`src/include/btl_pkg.sv`:
```
// shared constants and types of the branch trace store logger
package btl_pkg;

  // register port
  localparam int unsigned REG_AW = 8;
  localparam logic [7:0] OFS_DEBUG_CTL = 8'h00;
  localparam logic [7:0] OFS_AREA_PTR = 8'h04;
  localparam logic [7:0] OFS_MISC_EN = 8'h08;
  localparam logic [7:0] OFS_LER_SRC = 8'h0c;
  localparam logic [7:0] OFS_LER_TGT = 8'h10;
  localparam logic [7:0] OFS_IDENT = 8'h14;
  localparam logic [7:0] OFS_STATUS = 8'h18;

  // debug control bits
  localparam int unsigned BIT_TR = 2;
  localparam int unsigned BIT_STB = 3;
  localparam int unsigned BIT_BIE = 4;

  // misc enable and identification bits
  localparam int unsigned BIT_UNAVAIL = 11;
  localparam int unsigned BIT_DS_FEAT = 21;

  // status bits; the three flags clear on a written one
  localparam int unsigned STS_BUF_IRQ = 0;
  localparam int unsigned STS_SAMPLE = 1;
  localparam int unsigned STS_PRECISE = 2;
  localparam int unsigned STS_BUSY = 3;

  // management area layout, byte offsets from the area pointer
  localparam logic [31:0] FLD_BASE_OFS = 32'h0000_0000;
  localparam logic [31:0] FLD_INDEX_OFS = 32'h0000_0004;
  localparam logic [31:0] FLD_MAX_OFS = 32'h0000_0008;
  localparam logic [31:0] FLD_THRESH_OFS = 32'h0000_000c;

  // field store slots
  localparam int unsigned FLD_COUNT = 4;
  localparam logic [1:0] FLD_BASE = 2'h0;
  localparam logic [1:0] FLD_INDEX = 2'h1;
  localparam logic [1:0] FLD_MAX = 2'h2;
  localparam logic [1:0] FLD_THRESH = 2'h3;

  // branch record in memory: source, target, kind word
  localparam logic [31:0] REC_TO_OFS = 32'h0000_0004;
  localparam logic [31:0] REC_FLAG_OFS = 32'h0000_0008;
  localparam logic [31:0] REC_BYTES = 32'h0000_000c;

  typedef enum logic [3:0] {
    ST_IDLE,
    ST_RD_BASE,
    ST_RD_INDEX,
    ST_RD_MAX,
    ST_RD_THRESH,
    ST_DECIDE,
    ST_WR_FROM,
    ST_WR_TO,
    ST_WR_FLAG,
    ST_WR_INDEX
  } btl_state_t;

endpackage : btl_pkg

```
`src/btl_field_store.sv`:
```
// holds the four management area fields fetched for the current record
`timescale 1ns/10ps
module btl_field_store (
  input wire logic clk,
  input wire logic nrst,
  input wire logic we,
  input wire logic [1:0] waddr,
  input wire logic [31:0] wdata,
  output logic [btl_pkg::FLD_COUNT-1:0][31:0] q
);

  typedef struct packed {
    logic [btl_pkg::FLD_COUNT-1:0][31:0] word;
  } btl_fs_state_t;

  btl_fs_state_t s_r;
  btl_fs_state_t s_nxt;

  always_comb begin
    s_nxt = s_r;
    if (we) begin
      s_nxt.word[waddr] = wdata;
    end
  end

  always_ff @(posedge clk or negedge nrst) begin
    if (!nrst) begin
      s_r <= '0;
    end else begin
      s_r <= s_nxt;
    end
  end

  // read data are the stored words themselves, so they come straight from flops
  assign q = s_r.word;

endmodule : btl_field_store

```
`src/btl_logger.sv`:
```
// branch trace store logger: control registers, last exception record, buffer writer
`timescale 1ns/10ps
module btl_logger #(
  parameter logic STORE_UNAVAIL = 1'b0,
  parameter logic DS_PRESENT = 1'b1
) (
  input wire logic CLK_SYS,
  input wire logic NRST,
  input wire logic [btl_pkg::REG_AW-1:0] REG_ADDR,
  input wire logic [31:0] REG_WDATA,
  input wire logic REG_WR,
  input wire logic REG_RD,
  output logic [31:0] REG_RDATA,
  input wire logic EVT_VALID,
  input wire logic [31:0] EVT_FROM,
  input wire logic [31:0] EVT_TO,
  input wire logic EVT_EXC,
  output logic EVT_READY,
  output logic BTM_VALID,
  output logic [31:0] BTM_FROM,
  output logic [31:0] BTM_TO,
  output logic MEM_REQ,
  output logic MEM_WE,
  output logic [31:0] MEM_ADDR,
  output logic [31:0] MEM_WDATA,
  input wire logic [31:0] MEM_RDATA,
  input wire logic MEM_ACK,
  input wire logic SAMPLE_OVF,
  input wire logic PRECISE_HIT,
  output logic DS_IRQ
);

  typedef struct packed {
    logic trace_msg_enable;
    logic store_to_buffer;
    logic buffer_full_irq_enable;
    logic [31:0] store_area_pointer;
    logic [31:0] ler_src;
    logic [31:0] ler_tgt;
    logic [31:0] lb_from;
    logic [31:0] lb_to;
    btl_pkg::btl_state_t st;
    logic [31:0] rec_from;
    logic [31:0] rec_to;
    logic rec_exc;
    logic [31:0] widx;
    logic buf_irq;
    logic samp_flag;
    logic prec_flag;
    logic irq;
    logic [31:0] rdata;
    logic mem_req;
    logic mem_we;
    logic [31:0] mem_addr;
    logic [31:0] mem_wdata;
    logic btm_valid;
    logic [31:0] btm_from;
    logic [31:0] btm_to;
    logic ready;
  } btl_logger_state_t;

  btl_logger_state_t s_r;
  btl_logger_state_t s_nxt;

  logic fs_we;
  logic [1:0] fs_waddr;
  logic [btl_pkg::FLD_COUNT-1:0][31:0] fs_q;

  btl_field_store u_fields (
    .clk(CLK_SYS),
    .nrst(NRST),
    .we(fs_we),
    .waddr(fs_waddr),
    .wdata(MEM_RDATA),
    .q(fs_q)
  );

  // address of a management area field, used for every fetch and the index write-back
  function automatic logic [31:0] area_addr(input logic [31:0] ptr, input logic [31:0] ofs);
    area_addr = ptr + ofs;
  endfunction : area_addr

  // register read mux
  function automatic logic [31:0] reg_read(input btl_logger_state_t s,
                                           input logic [btl_pkg::REG_AW-1:0] addr);
    logic [31:0] v;
    v = '0;
    unique case (addr)
      btl_pkg::OFS_DEBUG_CTL: begin
        v[btl_pkg::BIT_TR] = s.trace_msg_enable;
        v[btl_pkg::BIT_STB] = s.store_to_buffer;
        v[btl_pkg::BIT_BIE] = s.buffer_full_irq_enable;
      end
      btl_pkg::OFS_AREA_PTR: begin
        v = s.store_area_pointer;
      end
      btl_pkg::OFS_MISC_EN: begin
        v[btl_pkg::BIT_UNAVAIL] = STORE_UNAVAIL;
      end
      btl_pkg::OFS_LER_SRC: begin
        v = s.ler_src;
      end
      btl_pkg::OFS_LER_TGT: begin
        v = s.ler_tgt;
      end
      btl_pkg::OFS_IDENT: begin
        v[btl_pkg::BIT_DS_FEAT] = DS_PRESENT;
      end
      btl_pkg::OFS_STATUS: begin
        v[btl_pkg::STS_BUF_IRQ] = s.buf_irq;
        v[btl_pkg::STS_SAMPLE] = s.samp_flag;
        v[btl_pkg::STS_PRECISE] = s.prec_flag;
        v[btl_pkg::STS_BUSY] = (s.st != btl_pkg::ST_IDLE);
      end
      default: begin
        v = '0;
      end
    endcase
    reg_read = v;
  endfunction : reg_read

  always_comb begin
    s_nxt = s_r;
    s_nxt.btm_valid = 1'b0;
    s_nxt.rdata = '0;
    fs_we = 1'b0;
    fs_waddr = btl_pkg::FLD_BASE;

    if (REG_RD) begin
      s_nxt.rdata = reg_read(s_r, REG_ADDR);
    end

    if (REG_WR) begin
      unique case (REG_ADDR)
        btl_pkg::OFS_DEBUG_CTL: begin
          s_nxt.trace_msg_enable = REG_WDATA[btl_pkg::BIT_TR];
          // store and interrupt enables stay zero while the facility is absent
          if (!STORE_UNAVAIL) begin
            s_nxt.store_to_buffer = REG_WDATA[btl_pkg::BIT_STB];
            s_nxt.buffer_full_irq_enable = REG_WDATA[btl_pkg::BIT_BIE];
          end
        end
        btl_pkg::OFS_AREA_PTR: begin
          s_nxt.store_area_pointer = REG_WDATA;
        end
        btl_pkg::OFS_STATUS: begin
          if (REG_WDATA[btl_pkg::STS_BUF_IRQ]) begin
            s_nxt.buf_irq = 1'b0;
          end
          if (REG_WDATA[btl_pkg::STS_SAMPLE]) begin
            s_nxt.samp_flag = 1'b0;
          end
          if (REG_WDATA[btl_pkg::STS_PRECISE]) begin
            s_nxt.prec_flag = 1'b0;
          end
        end
        default: begin
          s_nxt.store_area_pointer = s_r.store_area_pointer;
        end
      endcase
    end

    // sets come after the clears so that a coincident event is kept
    if (SAMPLE_OVF) begin
      s_nxt.samp_flag = 1'b1;
    end
    if (PRECISE_HIT) begin
      s_nxt.prec_flag = 1'b1;
    end

    // event capture; ready is low from reset until the first clock edge and while a buffer record is in flight
    if (EVT_VALID && s_r.ready) begin
      if (EVT_EXC) begin
        s_nxt.ler_src = s_r.lb_from;
        s_nxt.ler_tgt = s_r.lb_to;
      end
      s_nxt.lb_from = EVT_FROM;
      s_nxt.lb_to = EVT_TO;
      if (s_r.trace_msg_enable) begin
        if (!s_r.store_to_buffer) begin
          s_nxt.btm_valid = 1'b1;
          s_nxt.btm_from = EVT_FROM;
          s_nxt.btm_to = EVT_TO;
        end else begin
          s_nxt.rec_from = EVT_FROM;
          s_nxt.rec_to = EVT_TO;
          s_nxt.rec_exc = EVT_EXC;
          s_nxt.st = btl_pkg::ST_RD_BASE;
          s_nxt.mem_req = 1'b1;
          s_nxt.mem_we = 1'b0;
          s_nxt.mem_addr = area_addr(s_r.store_area_pointer, btl_pkg::FLD_BASE_OFS);
        end
      end
    end

    // fields are fetched afresh per record, so a handler that rewinds the index is seen
    unique case (s_r.st)
      btl_pkg::ST_IDLE: begin
        s_nxt.mem_wdata = s_r.mem_wdata;
      end
      btl_pkg::ST_RD_BASE: begin
        if (MEM_ACK) begin
          fs_we = 1'b1;
          fs_waddr = btl_pkg::FLD_BASE;
          s_nxt.st = btl_pkg::ST_RD_INDEX;
          s_nxt.mem_addr = area_addr(s_r.store_area_pointer, btl_pkg::FLD_INDEX_OFS);
        end
      end
      btl_pkg::ST_RD_INDEX: begin
        if (MEM_ACK) begin
          fs_we = 1'b1;
          fs_waddr = btl_pkg::FLD_INDEX;
          s_nxt.st = btl_pkg::ST_RD_MAX;
          s_nxt.mem_addr = area_addr(s_r.store_area_pointer, btl_pkg::FLD_MAX_OFS);
        end
      end
      btl_pkg::ST_RD_MAX: begin
        if (MEM_ACK) begin
          fs_we = 1'b1;
          fs_waddr = btl_pkg::FLD_MAX;
          s_nxt.st = btl_pkg::ST_RD_THRESH;
          s_nxt.mem_addr = area_addr(s_r.store_area_pointer, btl_pkg::FLD_THRESH_OFS);
        end
      end
      btl_pkg::ST_RD_THRESH: begin
        if (MEM_ACK) begin
          fs_we = 1'b1;
          fs_waddr = btl_pkg::FLD_THRESH;
          s_nxt.st = btl_pkg::ST_DECIDE;
          s_nxt.mem_req = 1'b0;
        end
      end
      btl_pkg::ST_DECIDE: begin
        if (fs_q[btl_pkg::FLD_INDEX] >= fs_q[btl_pkg::FLD_MAX]) begin
          if (s_r.buffer_full_irq_enable) begin
            // record dropped, enables left as programmed
            s_nxt.st = btl_pkg::ST_IDLE;
            s_nxt.buf_irq = 1'b1;
          end else begin
            s_nxt.widx = fs_q[btl_pkg::FLD_BASE];
            s_nxt.st = btl_pkg::ST_WR_FROM;
            s_nxt.mem_req = 1'b1;
            s_nxt.mem_we = 1'b1;
            s_nxt.mem_addr = fs_q[btl_pkg::FLD_BASE];
            s_nxt.mem_wdata = s_r.rec_from;
          end
        end else begin
          s_nxt.widx = fs_q[btl_pkg::FLD_INDEX];
          s_nxt.st = btl_pkg::ST_WR_FROM;
          s_nxt.mem_req = 1'b1;
          s_nxt.mem_we = 1'b1;
          s_nxt.mem_addr = fs_q[btl_pkg::FLD_INDEX];
          s_nxt.mem_wdata = s_r.rec_from;
        end
      end
      btl_pkg::ST_WR_FROM: begin
        if (MEM_ACK) begin
          s_nxt.st = btl_pkg::ST_WR_TO;
          s_nxt.mem_addr = s_r.widx + btl_pkg::REC_TO_OFS;
          s_nxt.mem_wdata = s_r.rec_to;
        end
      end
      btl_pkg::ST_WR_TO: begin
        if (MEM_ACK) begin
          s_nxt.st = btl_pkg::ST_WR_FLAG;
          s_nxt.mem_addr = s_r.widx + btl_pkg::REC_FLAG_OFS;
          s_nxt.mem_wdata = {31'h0, s_r.rec_exc};
        end
      end
      btl_pkg::ST_WR_FLAG: begin
        if (MEM_ACK) begin
          s_nxt.st = btl_pkg::ST_WR_INDEX;
          s_nxt.mem_addr = area_addr(s_r.store_area_pointer, btl_pkg::FLD_INDEX_OFS);
          s_nxt.mem_wdata = s_r.widx + btl_pkg::REC_BYTES;
          if (s_r.buffer_full_irq_enable &&
              (s_r.widx + btl_pkg::REC_BYTES >= fs_q[btl_pkg::FLD_THRESH])) begin
            s_nxt.buf_irq = 1'b1;
          end
        end
      end
      btl_pkg::ST_WR_INDEX: begin
        if (MEM_ACK) begin
          s_nxt.st = btl_pkg::ST_IDLE;
          s_nxt.mem_req = 1'b0;
          s_nxt.mem_we = 1'b0;
        end
      end
      // a code outside the enum can only come from an upset; fall back to idle
      default: begin
        s_nxt.st = btl_pkg::ST_IDLE;
        s_nxt.mem_req = 1'b0;
        s_nxt.mem_we = 1'b0;
      end
    endcase

    // one shared line for all three sources; software tells them apart by status
    s_nxt.irq = s_nxt.buf_irq | s_nxt.samp_flag | s_nxt.prec_flag;
    s_nxt.ready = (s_nxt.st == btl_pkg::ST_IDLE);
  end

  always_ff @(posedge CLK_SYS or negedge NRST) begin
    if (!NRST) begin
      s_r <= '0;
    end else begin
      s_r <= s_nxt;
    end
  end

  assign REG_RDATA = s_r.rdata;
  assign EVT_READY = s_r.ready;
  assign BTM_VALID = s_r.btm_valid;
  assign BTM_FROM = s_r.btm_from;
  assign BTM_TO = s_r.btm_to;
  assign MEM_REQ = s_r.mem_req;
  assign MEM_WE = s_r.mem_we;
  assign MEM_ADDR = s_r.mem_addr;
  assign MEM_WDATA = s_r.mem_wdata;
  assign DS_IRQ = s_r.irq;

endmodule : btl_logger

```
`config.mk`:
```
export PLATFORM = sky130hd
export DESIGN_NAME = btl_logger
export DESIGN_NICKNAME = d
export VERILOG_FILES = /design/src/include/btl_pkg.sv /design/src/btl_field_store.sv /design/src/btl_logger.sv
export SDC_FILE = /design/constraint.sdc
export NUM_CORES = 1
export LEC_CHECK = 0
export ABC_CLOCK_PERIOD_IN_PS = 9400
export BUFFER_PORTS_ARGS = -buffer_cell sky130_fd_sc_hd__buf_2
export CAP_MARGIN = 0
export CORE_ASPECT_RATIO = 0.75
export CORE_MARGIN = 1.5
export CORE_UTILIZATION = 35
export DETAILED_ROUTE_END_ITERATION = 10
export PLACE_DENSITY = 0.56
export SLEW_MARGIN = 20
export SYNTH_ARGS = -nofsm -noshare
export SYNTH_HDL_FRONTEND = slang
export SYNTH_SLANG_ARGS = --single-unit
```
`constraint.sdc`:
```
create_clock -name CLK_SYS -period 9.4 [get_ports CLK_SYS]
set_clock_uncertainty 0.15 [all_clocks]
set_input_delay 1.41 -clock CLK_SYS [delete_from_list [all_inputs] [get_ports CLK_SYS]]
set_output_delay 1.41 -clock CLK_SYS [all_outputs]
set_load 0.05 [all_outputs]
```
==> results.md <==
* Pins Over Slew Limit at 0
* F_max at ~220 MHz
* Hold path start: BTM_FROM[6]$_DFFE_PN0P_
* Vias in the first global route at 22500
* Worst-path clk slew at 0.07 ns
* Antenna viol nets, final at 0
* Final Net Count at 3302
* Final setup viols at 0
* Synth async-reset ratio at 100%
* Top fanout value on the critical path at 7
* Critical R2R Launch: s_r[172]$_DFFE_PN0P_
* Max cap viols at 0
* Worst slack, placed at 4.80 ns
* Worst hold path type: register to register
* Post-CTS Setup Inserts at 0
* DP HPWL at 76500 µm
* Largest net degree at the start of global routing at 159
* VDD IR-drop max at 197 µV
* CTS Hold Bufs at 0
* Drt drc at 0
* RSZ-0062 raised after global routing: false
* Gr ovfl total at 0
* CP Data Required Time at between 9 and 10 ns
* EDFF count, synth at 0
* # IOs at slightly above 300
* Final Cycle Share at about 48%
* Internal power at 6350 µW
* Die X at 343 µm
* Clock group share of total power at 21.4%
* Leakage power at 0.0153 µW
* Warnings from Yosys at 0
* Sequential fraction of the synthesis area at between 40% and 50%
* Worst hold slack at 0.315 ns
* Prevailing post-synth register cell: dfrtp_1
* Initial antenna violation count at 3
* Synth unique cells at 86
* Die height at 258 µm
* Initial Util at 35.3%
* Worst Max-Slew Pin Slew at 1.16 ns
* Power share of the combinational group at a little over two fifths
* Port buffer count at 309
* Outcome: finished, final reports clean
* Final core utilization at 39.0%
* Data arrival, critical path at 4.91 ns
* Drt first pass iters at 6
* GRT Util Overall at 23.1%
* CP Launch Type: register
* Syn Nets at 3274
* Layout cells sized above 1 at between 20% and 30%
* Power per cell area at 337 nW/µm²
* CP endpoint kind: register
* Sequential power share at 36.0%
* PnR worst setup slack at between 4 and 5 ns
* Row cnt at 93
* Core area at 85800 µm²
* First-pass GRT wire length at 154000 µm
* DR vias/cell at 5.49
* Clk buf depth at 3
* DR iter-0 viols at 2358
* Layout area overhead at 10.4%
* CP Launch Point: s_r[172]$_DFFE_PN0P_
* Syn_area_per_cell at 9.90 µm²
* Sw frac at 43.6%
* Hold Vio Cnt, Final at 0
* Clock root buffer: clkbuf_16
* Global placement routability congestion at ~0.99
* Worst setup path class: register to register
* Total number of vias at 23400
* Clk_lat worst skew at 0.66 ns
* Synthesized area at 30300 µm²
* Num CTS Buffers at 55
* Post-DR wirelength/cell at 24.4 µm
* Post-CTS resize count at 0
* Fin Setup TNS at 0 ns
* Total clock sinks at 560
* Fillers at approximately 8600
* Rel. slew slack at 21.9%
* Area of the die at 88300 µm²
* Mapped Cells at 3057
* Synthesis-stage register bit count at 560
* Tmin final at 4.54 ns
* H-tree levels at 2
* NetSw at around 4900 µW
* CTS tree: yes
* Final Routed Wirelength at 104000 µm
## layer usage
layer,routed length (µm),vias up,track usage [%]
met5,32,-,0
met4,2160,4,5.16
met3,8050,133,5.60
met2,46900,859,35.4
met1,47000,11800,32.8
li1,-,10600,-
## layout by cell type, fill, tap and decap left out, drive strengths merged, types with 41 or more instances in the layout
| master | n |
|---|---|
| nand3 | 68 |
| ha | 72 |
| mux2i | 81 |
| nand2 | 524 |
| a21oi | 117 |
| clkbuf | 75 |
| o21ai | 87 |
| or3 | 47 |
| a22oi | 41 |
| a31oi | 48 |
| inv | 90 |
| nor2 | 144 |
| nor3 | 63 |
| mux2 | 289 |
| dfrtp | 560 |
| xnor2 | 51 |
| buf | 351 |
## sequential cells by signal (all words and copies together) (netlist names)
register and count:
s_r 267, u_fields.q 128, BTM_FROM 32, BTM_TO 32
MEM_ADDR 32, MEM_WDATA 32, REG_RDATA 32, BTM_VALID 1
DS_IRQ 1, EVT_READY 1, MEM_REQ 1, MEM_WE 1
## cell families (layout without fill, tap and decap cells)
logic type	after synthesis	count (layout)	synth area share, %
fa+ha+maj	72	72	2.98
flops	560	560	46.3
simple gates	1010	1010	15.5
xor+xnor	91	91	2.63
buf+inv	466	538	8.24
mux	370	370	13.4
compound gates	488	488	10.9
other cells	0	1	0
## layout make-up
class | count | area [µm²] | area share, %
Clock buffer | 75 | 1540 | 4.62
Sequential cell | 560 | 14000 | 41.9
Antenna cell | 1 | 2.50 | 0.00749
Inverter | 86 | 323 | 0.966
Tap cell | 1140 | 1430 | 4.27
Timing Repair Buffer | 351 | 1880 | 5.64
Multi-Input combinational cell | 2031 | 13800 | 41.4
Clock inverter | 26 | 388 | 1.16
## Yosys cell counts, drive strengths merged, types with 10 or more instances
cell,count,area share [%]
dfrtp,560,46
nand2,524,6.5
mux2,289,11
buf,249,5.5
nor2,144,1.8
clkbuf,131,1.6
a21oi,117,2.0
o21ai,87,1.5
inv,85,1.1
mux2i,81,2.7
ha,72,3.0
nand3,68,1.1
nor3,63,1.1
xnor2,51,1.5
a31oi,48,0.99
or3,47,0.97
a22oi,41,1.0
xor2,40,1.2
nand4,39,0.91
nor2b,35,0.72
o211ai,34,0.84
o221a,31,1.2
nor4,26,0.70
o22ai,18,0.37
o31ai,13,0.32
o221ai,11,0.32
o311ai,11,0.32
a211oi,10,0.26
## through the flow
step	cell area (µm²)	instances	power [µW]
after floorplan	30300	3057	7510
after global placement	31500	4168	8770
after detailed placement	31500	4168	8830
after CTS	33400	4269	11300
after global routing	33400	4269	11900
final	33400	4270	11300
## path summary, 6_finish.rpt
path / end / slack [ns] / depth (start not counted)
min in group asynchronous: BTM_TO[9]$_DFFE_PN0P_ / 0.65 / 1
max in group asynchronous: BTM_FROM[29]$_DFFE_PN0P_ / 6.36 / 3
setup / recovery: DS_IRQ$_DFF_PN0_ / 4.86 / 12
hold reg to reg: BTM_FROM[6]$_DFFE_PN0P_ / 0.31 / 2
setup reg to reg: DS_IRQ$_DFF_PN0_ / 4.86 / 12
hold / removal: BTM_FROM[6]$_DFFE_PN0P_ / 0.31 / 2
## power groups by stage
stage                     sequential, µW  clock, µW  combinational (µW)
final                               4050       2410                4800
after global placement              4060          0                4720
after floorplan                     3680          0                3830
after CTS                           4040       2460                4770
after global routing                4150       2560                5180
after detailed placement            4080          0                4760
## critical path, stage by stage (launching register included)
cell and delay [ns]:
dfrtp_1 0.51, ha_1 0.31, a21oi_1 0.15, or3_1 0.53
xnor2_1 0.55, ha_1 0.36, nand4_1 0.18, nor4_1 0.10
a211oi_1 0.42, a21oi_1 0.28, o31ai_1 0.25, o311ai_0 0.21
or3_1 0.41
(Power assumes the default switching activity.)
